<file path="src/mfr_decoder_cfg.svh">
// Command codes, field positions, reset values and timing counts for the command decoder
`ifndef MFR_DECODER_CFG_SVH
`define MFR_DECODER_CFG_SVH
`define CMD_CLEAR_PEAKS 8'hE3
`define CMD_FAULT_LOG_STORE 8'hEA
`define CMD_FAULT_LOG_CLEAR 8'hEC
`define CMD_FAULT_LOG_READ 8'hEE
`define CMD_SHARED_STATUS 8'hEF
`define CMD_COMPARE_ALL 8'hF0
`define CMD_DIE_TEMP_PEAK 8'hF4
`define CMD_PHASING_CFG 8'hF5
`define CMD_SENSE_TC 8'hF6
`define CMD_TEMP_SLOPE 8'hF8
`define CMD_TEMP_OFFSET 8'hF9
`define CMD_RAIL_ADDR 8'hFA
`define CMD_DEV_RESET 8'hFD
`define RST_PHASING_CFG 8'h10
`define RST_SENSE_TC 16'h0000
`define RST_TEMP_SLOPE 16'h4000
`define RST_TEMP_OFFSET 16'h8000
`define RST_RAIL_ADDR 8'h80
`define RST_PWM_MODE 8'hC1
`define RST_DIE_PEAK 16'h8000
`define CML_RO_WRITE_BIT 6
`define PWM_ILIM_RANGE_BIT 7
`define PWM_VRANGE_BIT 1
`define FAULT_LOG_DEPTH 16
`define FAULT_LOG_AW 4
`define NVM_DEPTH 32
`define NVM_AW 5
`define NVM_SLOT_LOG 5'h10
`define NVM_SLOT_CFG 5'h00
`define CFG_WORDS 8
`define NVM_OP_CYCLES 8'h10
`define TC_FULL_SCALE 16'h0400
`endif

</file>
<file path="src/mfr_decoder_pkg.sv">
// Types shared by the manufacturer command decoder
package mfr_decoder_pkg;
	typedef enum logic [1:0] {XFER_SEND, XFER_READ, XFER_WRITE} xfer_kind_t;
	typedef struct packed {
		logic valid;
		xfer_kind_t kind;
		logic [7:0] code;
		logic [15:0] wdata;
	} cmd_req_t;
	typedef struct packed {
		logic valid;
		logic [15:0] rdata;
		logic rejected;
	} cmd_rsp_t;
	typedef struct packed {
		logic ilim_high_range;
		logic vout_high_range;
		logic [2:0] ilim_level;
	} loop_ctl_t;
endpackage

</file>
<file path="src/nvm_store.sv">
// Small word memory standing in for the nonvolatile array, registered read data
`timescale 1ns/1ns
`include "mfr_decoder_cfg.svh"
module nvm_store (
	input wire logic clk,
	input wire logic we,
	input wire logic [`NVM_AW-1:0] waddr,
	input wire logic [15:0] wdata,
	input wire logic [`NVM_AW-1:0] raddr,
	output logic [15:0] rdata
);
	logic [15:0] mem [`NVM_DEPTH];

	always_ff @(posedge clk) begin
		if (we) begin
			mem[waddr] <= wdata;
		end
		rdata <= mem[raddr];
	end
endmodule

</file>
<file path="src/mfr_command_decoder.sv">
// Manufacturer-range command decoder with config words, fault log and peak tracking
`timescale 1ns/1ns
`include "mfr_decoder_cfg.svh"
module mfr_command_decoder
	import mfr_decoder_pkg::*;
(
	// Clock and reset
	input wire logic CORE_CLK,
	input wire logic RST_N,
	// Command port from bus target
	input wire cmd_req_t CMD_REQ,
	input wire logic PAGE_SEL,
	input wire logic STORE_ALL,
	input wire logic RESTORE_ALL,
	input wire logic [7:0] PWM_MODE_WR,
	input wire logic PWM_MODE_WE,
	input wire logic [2:0] ILIM_LEVEL,
	output cmd_rsp_t CMD_RSP,
	output logic CMD_BUSY,
	// Telemetry and fault inputs
	input wire logic [15:0] DIE_TEMP,
	input wire logic DIE_TEMP_VALID,
	input wire logic [7:0] FAULT_EVENT,
	input wire logic FAULT_EVENT_VALID,
	input wire logic [11:0] SENSE_CURRENT,
	input wire logic [15:0] SENSE_TEMP_DELTA,
	input wire logic [11:0] ILIM_BASE,
	// Loop control and status
	output loop_ctl_t LOOP_CTL,
	output logic [11:0] ILIM_SCALED,
	output logic PEAK_TRIP,
	output logic [7:0] COMM_MEMORY_LOGIC_STATUS,
	output logic COMPARE_MISMATCH,
	output logic SOFT_RESET_REQ
);
	typedef enum logic [2:0] {IDLE, LOG_STORE, LOG_CLEAR, CFG_STORE, CFG_RESTORE, CMP_RUN, RST_HOLD} nvm_state_t;

	function automatic logic [15:0] peak_of(input logic [15:0] cur, input logic [15:0] smp);
		// Linear mantissa comparison suffices within one exponent band
		peak_of = ($signed(smp[10:0]) > $signed(cur[10:0])) ? smp : cur;
	endfunction

	function automatic logic is_documented(input logic [7:0] c);
		is_documented = (c == `CMD_CLEAR_PEAKS) || (c == `CMD_FAULT_LOG_STORE) || (c == `CMD_FAULT_LOG_CLEAR) ||
			(c == `CMD_FAULT_LOG_READ) || (c == `CMD_SHARED_STATUS) || (c == `CMD_COMPARE_ALL) ||
			(c == `CMD_DIE_TEMP_PEAK) || (c == `CMD_PHASING_CFG) || (c == `CMD_SENSE_TC) ||
			(c == `CMD_TEMP_SLOPE) || (c == `CMD_TEMP_OFFSET) || (c == `CMD_RAIL_ADDR) || (c == `CMD_DEV_RESET);
	endfunction

	nvm_state_t state_ff;
	logic [7:0] phasing_ff;
	logic [15:0] sense_tc_ff [2];
	logic [15:0] slope_ff [2];
	logic [15:0] offset_ff [2];
	logic [7:0] rail_ff [2];
	logic [7:0] pwm_mode_ff;
	logic [15:0] die_peak_ff;
	logic [7:0] log_ram_ff [`FAULT_LOG_DEPTH];
	logic [`FAULT_LOG_AW-1:0] log_wptr_ff;
	logic [`FAULT_LOG_AW-1:0] log_rptr_ff;
	logic [`NVM_AW-1:0] step_ff;
	logic [7:0] wait_ff;
	logic cmp_diff_ff;
	logic cml_ff;
	logic soft_rst_ff;
	logic [15:0] nvm_rdata;
	logic nvm_we;
	logic [`NVM_AW-1:0] nvm_waddr;
	logic [`NVM_AW-1:0] nvm_raddr;
	logic [15:0] nvm_wdata;
	logic [15:0] cfg_word;
	logic [15:0] rd_mux;
	logic req_send, req_read, req_write;

	assign req_send = CMD_REQ.valid && CMD_REQ.kind == XFER_SEND && state_ff == IDLE;
	assign req_read = CMD_REQ.valid && CMD_REQ.kind == XFER_READ;
	assign req_write = CMD_REQ.valid && CMD_REQ.kind == XFER_WRITE && state_ff == IDLE;

	// Config snapshot layout in nonvolatile: one word per step
	always_comb begin
		case (step_ff[2:0])
			3'h0: cfg_word = {8'h00, phasing_ff};
			3'h1: cfg_word = sense_tc_ff[0];
			3'h2: cfg_word = sense_tc_ff[1];
			3'h3: cfg_word = slope_ff[0];
			3'h4: cfg_word = slope_ff[1];
			3'h5: cfg_word = offset_ff[0];
			3'h6: cfg_word = offset_ff[1];
			default: cfg_word = {rail_ff[1], rail_ff[0]};
		endcase
	end

	always_comb begin
		nvm_we = 1'b0;
		nvm_waddr = step_ff;
		nvm_wdata = 16'h0000;
		nvm_raddr = step_ff;
		case (state_ff)
			LOG_STORE: begin
				nvm_we = wait_ff == 8'h00;
				nvm_waddr = `NVM_SLOT_LOG + {1'b0, step_ff[`FAULT_LOG_AW-1:0]};
				nvm_wdata = {8'h00, log_ram_ff[step_ff[`FAULT_LOG_AW-1:0]]};
			end
			LOG_CLEAR: begin
				nvm_we = wait_ff == 8'h00;
				nvm_waddr = `NVM_SLOT_LOG + {1'b0, step_ff[`FAULT_LOG_AW-1:0]};
				nvm_wdata = 16'hFFFF;
			end
			CFG_STORE: begin
				nvm_we = wait_ff == 8'h00;
				nvm_waddr = `NVM_SLOT_CFG + step_ff;
				nvm_wdata = cfg_word;
			end
			default: begin
				nvm_raddr = `NVM_SLOT_CFG + step_ff;
			end
		endcase
	end

	nvm_store nvm_store_inst (
		.clk(CORE_CLK),
		.we(nvm_we),
		.waddr(nvm_waddr),
		.wdata(nvm_wdata),
		.raddr(nvm_raddr),
		.rdata(nvm_rdata)
	);

	// Nonvolatile sequencer; send-bytes ignored while busy
	always_ff @(posedge CORE_CLK or negedge RST_N) begin
		if (!RST_N) begin
			state_ff <= IDLE;
			step_ff <= '0;
			wait_ff <= 8'h00;
		end else begin
			case (state_ff)
				IDLE: begin
					step_ff <= '0;
					wait_ff <= 8'h00;
					if (req_send && CMD_REQ.code == `CMD_FAULT_LOG_STORE) begin
						state_ff <= LOG_STORE;
					end else if (req_send && CMD_REQ.code == `CMD_FAULT_LOG_CLEAR) begin
						state_ff <= LOG_CLEAR;
					end else if (req_send && CMD_REQ.code == `CMD_COMPARE_ALL) begin
						state_ff <= CMP_RUN;
					end else if (req_send && CMD_REQ.code == `CMD_DEV_RESET) begin
						state_ff <= RST_HOLD;
					end else if (STORE_ALL) begin
						state_ff <= CFG_STORE;
					end else if (RESTORE_ALL) begin
						state_ff <= CFG_RESTORE;
					end
				end
				RST_HOLD: begin
					wait_ff <= wait_ff + 8'h01;
					if (wait_ff == `NVM_OP_CYCLES) begin
						state_ff <= IDLE;
					end
				end
				default: begin
					// Each word write models a slow array program time
					wait_ff <= (wait_ff == `NVM_OP_CYCLES) ? 8'h00 : wait_ff + 8'h01;
					if (wait_ff == `NVM_OP_CYCLES) begin
						step_ff <= step_ff + 5'h01;
						if ((state_ff == LOG_STORE || state_ff == LOG_CLEAR) && step_ff == 5'(`FAULT_LOG_DEPTH - 1)) begin
							state_ff <= IDLE;
						end else if (state_ff != LOG_STORE && state_ff != LOG_CLEAR && step_ff == 5'(`CFG_WORDS - 1)) begin
							state_ff <= IDLE;
						end
					end
				end
			endcase
		end
	end

	always_ff @(posedge CORE_CLK or negedge RST_N) begin
		if (!RST_N) begin
			cmp_diff_ff <= 1'b0;
		end else if (req_send && CMD_REQ.code == `CMD_COMPARE_ALL) begin
			cmp_diff_ff <= 1'b0;
		end else if (state_ff == CMP_RUN && wait_ff == `NVM_OP_CYCLES - 8'h01 && nvm_rdata != cfg_word) begin
			cmp_diff_ff <= 1'b1;
		end
	end

	// Working configuration; paged copies follow PAGE_SEL
	always_ff @(posedge CORE_CLK or negedge RST_N) begin
		if (!RST_N) begin
			phasing_ff <= `RST_PHASING_CFG;
			sense_tc_ff[0] <= `RST_SENSE_TC;
			sense_tc_ff[1] <= `RST_SENSE_TC;
			slope_ff[0] <= `RST_TEMP_SLOPE;
			slope_ff[1] <= `RST_TEMP_SLOPE;
			offset_ff[0] <= `RST_TEMP_OFFSET;
			offset_ff[1] <= `RST_TEMP_OFFSET;
			rail_ff[0] <= `RST_RAIL_ADDR;
			rail_ff[1] <= `RST_RAIL_ADDR;
			pwm_mode_ff <= `RST_PWM_MODE;
		end else if (state_ff == RST_HOLD) begin
			phasing_ff <= `RST_PHASING_CFG;
			sense_tc_ff[0] <= `RST_SENSE_TC;
			sense_tc_ff[1] <= `RST_SENSE_TC;
			slope_ff[0] <= `RST_TEMP_SLOPE;
			slope_ff[1] <= `RST_TEMP_SLOPE;
			offset_ff[0] <= `RST_TEMP_OFFSET;
			offset_ff[1] <= `RST_TEMP_OFFSET;
			rail_ff[0] <= `RST_RAIL_ADDR;
			rail_ff[1] <= `RST_RAIL_ADDR;
			pwm_mode_ff <= `RST_PWM_MODE;
		end else if (state_ff == CFG_RESTORE && wait_ff == `NVM_OP_CYCLES - 8'h01) begin
			case (step_ff[2:0])
				3'h0: phasing_ff <= nvm_rdata[7:0];
				3'h1: sense_tc_ff[0] <= nvm_rdata;
				3'h2: sense_tc_ff[1] <= nvm_rdata;
				3'h3: slope_ff[0] <= nvm_rdata;
				3'h4: slope_ff[1] <= nvm_rdata;
				3'h5: offset_ff[0] <= nvm_rdata;
				3'h6: offset_ff[1] <= nvm_rdata;
				default: begin
					rail_ff[0] <= nvm_rdata[7:0];
					rail_ff[1] <= nvm_rdata[15:8];
				end
			endcase
		end else begin
			if (PWM_MODE_WE) begin
				pwm_mode_ff <= PWM_MODE_WR;
			end
			if (req_write) begin
				if (CMD_REQ.code == `CMD_PHASING_CFG) begin
					phasing_ff <= CMD_REQ.wdata[7:0];
				end else if (CMD_REQ.code == `CMD_SENSE_TC) begin
					sense_tc_ff[PAGE_SEL] <= CMD_REQ.wdata;
				end else if (CMD_REQ.code == `CMD_TEMP_SLOPE) begin
					slope_ff[PAGE_SEL] <= CMD_REQ.wdata;
				end else if (CMD_REQ.code == `CMD_TEMP_OFFSET) begin
					offset_ff[PAGE_SEL] <= CMD_REQ.wdata;
				end else if (CMD_REQ.code == `CMD_RAIL_ADDR) begin
					rail_ff[PAGE_SEL] <= CMD_REQ.wdata[7:0];
				end
			end
		end
	end

	// Fault log RAM: events append, block read walks it
	always_ff @(posedge CORE_CLK or negedge RST_N) begin
		if (!RST_N) begin
			log_wptr_ff <= '0;
			log_rptr_ff <= '0;
			for (int i = 0; i < `FAULT_LOG_DEPTH; i++) begin
				log_ram_ff[i] <= 8'h00;
			end
		end else begin
			if (FAULT_EVENT_VALID) begin
				log_ram_ff[log_wptr_ff] <= FAULT_EVENT;
				log_wptr_ff <= log_wptr_ff + 4'h1;
			end
			if (req_read && CMD_REQ.code == `CMD_FAULT_LOG_READ) begin
				log_rptr_ff <= log_rptr_ff + 4'h1;
			end else if (CMD_REQ.valid && CMD_REQ.code != `CMD_FAULT_LOG_READ) begin
				log_rptr_ff <= '0;
			end
		end
	end

	// Peak tracker; sample wins over clear in same cycle
	always_ff @(posedge CORE_CLK or negedge RST_N) begin
		if (!RST_N) begin
			die_peak_ff <= `RST_DIE_PEAK;
		end else if (DIE_TEMP_VALID && req_send && CMD_REQ.code == `CMD_CLEAR_PEAKS) begin
			die_peak_ff <= DIE_TEMP;
		end else if (req_send && CMD_REQ.code == `CMD_CLEAR_PEAKS) begin
			die_peak_ff <= `RST_DIE_PEAK;
		end else if (DIE_TEMP_VALID) begin
			die_peak_ff <= peak_of(die_peak_ff, DIE_TEMP);
		end
	end

	always_comb begin
		// Undocumented codes return zero; they still rewind the fault log read pointer, and undocumented writes set the CML bit
		rd_mux = 16'h0000;
		if (CMD_REQ.code == `CMD_FAULT_LOG_READ) begin
			rd_mux = {8'h00, log_ram_ff[log_rptr_ff]};
		end else if (CMD_REQ.code == `CMD_SHARED_STATUS) begin
			rd_mux = {8'h00, state_ff == IDLE, state_ff != IDLE, cmp_diff_ff, cml_ff, 4'h0};
		end else if (CMD_REQ.code == `CMD_DIE_TEMP_PEAK) begin
			rd_mux = die_peak_ff;
		end else if (CMD_REQ.code == `CMD_PHASING_CFG) begin
			rd_mux = {8'h00, phasing_ff};
		end else if (CMD_REQ.code == `CMD_SENSE_TC) begin
			rd_mux = sense_tc_ff[PAGE_SEL];
		end else if (CMD_REQ.code == `CMD_TEMP_SLOPE) begin
			rd_mux = slope_ff[PAGE_SEL];
		end else if (CMD_REQ.code == `CMD_TEMP_OFFSET) begin
			rd_mux = offset_ff[PAGE_SEL];
		end else if (CMD_REQ.code == `CMD_RAIL_ADDR) begin
			rd_mux = {8'h00, rail_ff[PAGE_SEL]};
		end
	end

	// Response, status and loop outputs
	always_ff @(posedge CORE_CLK or negedge RST_N) begin
		if (!RST_N) begin
			CMD_RSP <= '0;
			cml_ff <= 1'b0;
		end else begin
			CMD_RSP.valid <= CMD_REQ.valid;
			CMD_RSP.rdata <= req_read ? rd_mux : 16'h0000;
			CMD_RSP.rejected <= CMD_REQ.valid && CMD_REQ.kind == XFER_WRITE && !is_documented(CMD_REQ.code);
			if (CMD_REQ.valid && CMD_REQ.kind == XFER_WRITE && !is_documented(CMD_REQ.code)) begin
				cml_ff <= 1'b1;
			end else if (state_ff == RST_HOLD) begin
				cml_ff <= 1'b0;
			end
		end
	end

	always_ff @(posedge CORE_CLK or negedge RST_N) begin
		if (!RST_N) begin
			LOOP_CTL <= '0;
			ILIM_SCALED <= 12'h000;
			PEAK_TRIP <= 1'b0;
			COMM_MEMORY_LOGIC_STATUS <= 8'h00;
			COMPARE_MISMATCH <= 1'b0;
			CMD_BUSY <= 1'b0;
			soft_rst_ff <= 1'b0;
			SOFT_RESET_REQ <= 1'b0;
		end else begin
			LOOP_CTL.ilim_high_range <= pwm_mode_ff[`PWM_ILIM_RANGE_BIT];
			LOOP_CTL.vout_high_range <= pwm_mode_ff[`PWM_VRANGE_BIT];
			LOOP_CTL.ilim_level <= ILIM_LEVEL;
			// Coefficient in 1/1048576 per degree; truncated to keep it one multiply
			ILIM_SCALED <= 12'(({16'h0000, ILIM_BASE, 4'h0} * ({16'h0000, `TC_FULL_SCALE} +
				{16'h0000, sense_tc_ff[PAGE_SEL]} * {16'h0000, SENSE_TEMP_DELTA} / 32'h0000_0400)) >> 14);
			PEAK_TRIP <= SENSE_CURRENT >= ILIM_SCALED;
			COMM_MEMORY_LOGIC_STATUS <= {1'b0, cml_ff, 6'h00};
			COMPARE_MISMATCH <= cmp_diff_ff;
			CMD_BUSY <= state_ff != IDLE;
			soft_rst_ff <= state_ff == RST_HOLD;
			SOFT_RESET_REQ <= soft_rst_ff;
		end
	end
endmodule

</file>
<file path="config.mk">
export PLATFORM = sky130hd
export DESIGN_NAME = mfr_command_decoder
export DESIGN_NICKNAME = d
export VERILOG_FILES = /design/src/mfr_decoder_pkg.sv /design/src/nvm_store.sv /design/src/mfr_command_decoder.sv
export VERILOG_INCLUDE_DIRS = /design/src
export SDC_FILE = /design/constraint.sdc
export NUM_CORES = 2
export LEC_CHECK = 0
export ABC_AREA = 1
export BUFFER_PORTS_ARGS = -buffer_cell sky130_fd_sc_hd__buf_4
export CAP_MARGIN = 20
export CELL_PAD_IN_SITES_DETAIL_PLACEMENT = 1
export CELL_PAD_IN_SITES_GLOBAL_PLACEMENT = 1
export CORE_ASPECT_RATIO = 1.1
export CORE_MARGIN = 3
export CORE_UTILIZATION = 50
export DETAILED_ROUTE_END_ITERATION = 8
export PLACE_DENSITY_LB_ADDON = 0.1
export SETUP_SLACK_MARGIN = 0.2
export SYNTH_ARGS = -nofsm -noshare
export SYNTH_HDL_FRONTEND = slang
export SYNTH_SLANG_ARGS = --single-unit
export TNS_END_PERCENT = 1
</file>
<file path="constraint.sdc">
create_clock -name CORE_CLK -period 30 [get_ports CORE_CLK]
set_clock_uncertainty 0.1 [all_clocks]
set_input_delay 6 -clock CORE_CLK [delete_from_list [all_inputs] [get_ports CORE_CLK]]
set_output_delay 6 -clock CORE_CLK [all_outputs]
set_load 0.005 [all_outputs]
</file>
# Word-level counts from Yosys, hierarchy flattened
# Memories as Yosys holds them, arrays and structs flattened. A register that Yosys moved wholly into a read port is not among the register bits.
# Cells that the tools add are included.
# word_totals
elab_cells,300
input_bits,110
memories,1
mem_bits_rw,512
output_inout_bits,47
ff_bits,339
# memory_table
name,depth,width,rd,rd_ports_with_merged_regs,wr,line_no,rtl
nvm_store_inst.mem,32,16,1,1,1,nvm_store.sv:12,logic [15:0] mem [`NVM_DEPTH];
# classes
addsub,6
n_eq_ne,50
reduce_logical,71
bitwise_logic,5
multipliers,2
magnitude_cmp,8
muxes,110
# ops
op,n
2-to-1 mux 16 bit,37
2-to-1 mux 32 bit,18
2-to-1 mux 8 bit,19
bitwise mux 128 bit,1
case mux 16 bit (7 select lines),1
equality test 8 bit (second input constant),13
bitwise mux 32 bit,3
binary-select mux 8 bit (select 4 bit),2
case mux 16 bit (3 select lines),1
demux 8 bit (select 4 bit),1
multiplier 16 x 16 -> 32 bit,1
2-to-1 mux 3 bit,10
nonzero test 3 bit,9
inequality test 3 x 1 -> 1 bit (second input constant),8
adder 11 x 22 -> 23 bit (first input constant),1
logical AND 1 bit,23
multiplier 12 x 23 -> 22 bit,1
equality test 3 bit (second input constant),6
inequality test 3 x 2 -> 1 bit (second input constant),6
bitwise mux 16 bit,1
demux 16 bit (select 1 bit),1
inequality test 16 bit,1
case mux 8 bit (2 select lines),1
>= comparator 5 bit (second input constant),3
other kinds (46),84

# Depth between registers and ports, before layout
# depth
ltp_word,16
depth_mapped,62
mapped_depth_nobuf,58

# Modules after synthesis
# Synthesis repeated with hierarchy kept, for this count alone.
# hier_totals
hier_cells,6147
area_unflattened_um2,54248.3
# modules_own_cells
module,cells_each,area_each_um2,instances,seq_area_each_um2
mfr_command_decoder,4353,32946.6,1,8344.3
nvm_store,1794,21301.7,1,15695.1

# Worst setup path after synthesis
# Ideal clock, no wire load.
# synth_path
path_type,input -> register
startpoint,in PAGE_SEL
endpoint,reg ILIM_SCALED[9]
setup_ns,0.079
required_ns,29.821
n_path_buf,3
arrival_ns,16.153
cell_stages,45
path_slack_ns,13.668
path_cell_list,buf_6 clkbuf_1 buf_1 nand2_1 o21ai_1 inv_1 nand2_1 fa_1 fa_1 inv_1 fa_1 fa_1 fa_1 inv_1 fa_1 inv_1 ha_1 nand2_1 [9 not listed] clkinv_1 nand2_1 fa_1 fa_1 fa_1 inv_1 fa_1 inv_1 fa_1 inv_1 ha_1 nand2_1 nor2_1 nand4_1 o41ai_2 a21oi_1 o21ai_1 xor2_1
# synth_via
elab_chain_len,7
# synth_rtl
element,line_no,rtl
"start, declared",mfr_command_decoder.sv:12,"input wire logic PAGE_SEL,"
NOT 1 -> 2 bit (not written as such),mfr_command_decoder.sv:333,"{16'h0000, sense_tc_ff[PAGE_SEL]} * {16'h0000, SENSE_TEMP_DELTA} / 32'h0000_0400)) >> 14);"
2-to-1 mux 16 bit (not written as such) (3 in series),mfr_command_decoder.sv:333,
multiplier 16 x 16 -> 32 bit,mfr_command_decoder.sv:333,
adder 11 x 22 -> 23 bit,mfr_command_decoder.sv:332,"ILIM_SCALED <= 12'(({16'h0000, ILIM_BASE, 4'h0} * ({16'h0000, `TC_FULL_SCALE} +"
multiplier 12 x 23 -> 22 bit,mfr_command_decoder.sv:332,
"end signal, assigned",mfr_command_decoder.sv:332,
"end, declared",mfr_command_decoder.sv:30,"output logic [11:0] ILIM_SCALED,"
# Every way passes these cells. The select of a mux whose other input is x is not followed.
# A chain may end at the register's enable or synchronous reset.

# Worst setup path after layout
# Ends and elaborated chain as after synthesis.

==> results.cfg <==
[die]
die_area_um2 = 110000
rows = 124
die_w_um = 316.5
core_um2 = 104600
io_pins = 157
start_util_pct = 50.70
die_h_um = 347.5

[yosys]
synth_flop_cell = edfxtp_1
synthCells = 5814
ys_seq_elements = 861
syn_area_um2 = 53020
syn_area_per_cell_um2 = 9.119
ys_seq_area_share_pct = 45.34
synth_enable_flop_cells = 512
yosysWarnings = 0
ys_types = 75
postSynth.asyncResetShare_pct = 38.68

[critical_path]
slowest_delay_ps = 630
critPathMaxFanout = 59
r2r-start = sense_tc_ff[23]
path_class = in2reg
crit_top_cell = fa_1
required_ps = 30480
worstSetupStartpointType = input pin
slowest_stage = buf_4
critPathLaunch = PAGE_SEL
arrival_ps = 18120
cp-end-kind = flop

[global_route]
grt_pass1_vias = 46394
antenna_found_initial = 6
grt_overflow = 0
grt_max_degree = 182
grt_pass1_wl_mm = 275.8
grtUsageTotal_pct = 32.92

[sta]
period_share_pct = 58.82
slew_headroom_pct = 20.62
period_minus_slack_ps = 17650
setup_viol = 0
finalSetupTns_ps = 0
finalHoldViolCount = 0
tightestPinTransition_ps = 1176
max_freq_mhz = 56.67
rsz0062_at_grt = no
slew_viol_final = 0

[clock_tree]
clock-root-buffer = clkbuf_16
clk_pin_slew_ps = 60
cts.htree.levels = 3
postCtsSetupBuffers = 0
cts-buffers-inserted = 86
cts.path.max_buffers = 3
cts_tree = done
clk_latency_ps = 660
clock-sinks = 861
post_cts_resize_count = 0
hold_buffers = 0

[detailed_routing]
drtAntennaViolNets = 0
finalWirelength_mm = 180.0
first_pass_iters = 5
vias = 43217
viasPerCell = 5.894
drc = 0
wire_per_inst_um = 24.56
first_iter_violations = 3674

[final_layout]
most-common-layout-cells = 1026 x nand2_1, 799 x inv_1, 703 x o21ai_0
nFillCells = 12032
nets = 6491
final_common_cell = nand2_1
finalNonFillerCells = 7332
area_growth_syn_to_layout_pct = 10.43
drive_above_1_share_pct = 8.396

[job]
drv_cap = 0

[min_path]
min-delay-start = soft_rst_ff
hold_path.class = reg2reg

[placed_design]
placedCellCount = 7172
port_buffers = 143
globalplace.congestion = 0.9112
post-dp-hpwl_mm = 126.3

[status]
outcome = finished clean
## path summary, 6_finish.rpt
check                                      end  slack, ps  cells past startpoint
worst max-delay path            ILIM_SCALED[9]      12350                     41
worst min-delay path            SOFT_RESET_REQ        250                      0
worst max register to register  ILIM_SCALED[9]      18260                     42
worst min register to register  SOFT_RESET_REQ        250                      0
max in group asynchronous         slope_ff[13]      22880                      2
min in group asynchronous            PEAK_TRIP       5320                      1
## synth_stat cells, types with 5 or more instances
master / number / share of area [%]
buf_1: 19 / 0.13
nand2_4: 5 / 0.11
buf_2: 9 / 0.085
fa_1: 331 / 12
mux2_2: 13 / 0.28
nand3_2: 9 / 0.17
nand4_1: 19 / 0.22
dfxtp_1: 16 / 0.60
or2_2: 7 / 0.083
nand2_2: 22 / 0.26
edfxtp_1: 512 / 29
nor3_1: 28 / 0.26
nor2_2: 7 / 0.083
nand2_1: 1026 / 7.3
a211oi_1: 10 / 0.14
o2111ai_1: 19 / 0.31
ha_1: 173 / 4.1
nor2_1: 679 / 4.8
o211ai_1: 44 / 0.62
inv_2: 14 / 0.099
a31oi_1: 11 / 0.13
o31ai_1: 12 / 0.17
inv_1: 801 / 5.7
a21oi_1: 293 / 2.8
o311ai_0: 9 / 0.15
nor4_1: 7 / 0.083
clkbuf_1: 239 / 1.7
dfrtp_1: 324 / 15
o221ai_1: 42 / 0.69
o21bai_1: 14 / 0.20
o22ai_1: 123 / 1.5
xor2_1: 33 / 0.55
a32o_1: 5 / 0.094
xnor2_1: 13 / 0.21
a221oi_1: 19 / 0.31
dfstp_2: 9 / 0.45
buf_4: 7 / 0.099
o21ai_1: 5 / 0.047
clkinv_1: 18 / 0.13
o21ai_0: 712 / 6.7
nand3_1: 102 / 0.96
## worst max-delay path, delay by kind of cell
family,cells,cell delay (ps)
AOI/OAI and AO/OA,5,1340
xor gates and xnor gates,1,160
adders and majority gates,13,6330
and+or+nand+nor,12,2250
buffers and inverters,10,1980
## final cells by class
class                   instances  area, um^2  area share [%]
repair buffers                245        1882           3.214
diodes                          3       7.507         0.01282
well taps                    1386        1734           2.962
inverters                     834        3141           5.364
clock inverters                36       486.7          0.8313
clock buffers                 118        2404           4.105
flip-flops and latches        861       24050           41.08
multi-input cells            3849       24840           42.43
## kinds of logic (layout without fill, tap and decap cells)
family | Yosys count | after routing | synth area share (%)
simple gates | 1928 | 1928 | 14.62
compound gates | 1347 | 1347 | 14.38
buf+inv | 1110 | 1233 | 7.951
flops | 861 | 861 | 45.34
fa+ha+maj | 504 | 504 | 16.58
xor+xnor | 47 | 47 | 0.7906
mux | 16 | 16 | 0.3328
other cells | 1 | 10 | 0.007073
## registers in the layout, summed over array words and instances (netlist names), 12 cells and up
signal	flops
nvm_store_inst.mem	512
log_ram_ff	128
offset_ff	32
sense_tc_ff	32
slope_ff	32
CMD_RSP	18
die_peak_ff	16
nvm_store_inst.rdata	16
rail_ff	16
ILIM_SCALED	12
## stage by stage
step | util [%] | worst slack (ps) | hold slack (ps) | area [um^2]
after floorplan | - | 13670 | 231.2 | 53040
after global placement | 53.18 | 12060 | 239.7 | 55610
after detailed placement | 53.19 | 11800 | 243.5 | 55620
after CTS | 55.95 | 12460 | 258.0 | 58510
after global routing | 55.99 | 11700 | 274.3 | 58540
final | 55.99 | 12350 | 254.3 | 58550
## routing by layer
layer | vias to the layer above | share of wire [%] | GRT usage [%]
met5 | - | 0.096 | 0
met4 | 6 | 5.5 | 16.87
met3 | 384 | 5.4 | 3.608
met2 | 1409 | 49 | 56.09
met1 | 22126 | 40 | 41.53
li1 | 19292 | - | -
Power is left out: the tool's default activity adds up to more than one toggle a clock period on the data nets, which glitch-free logic cannot reach.
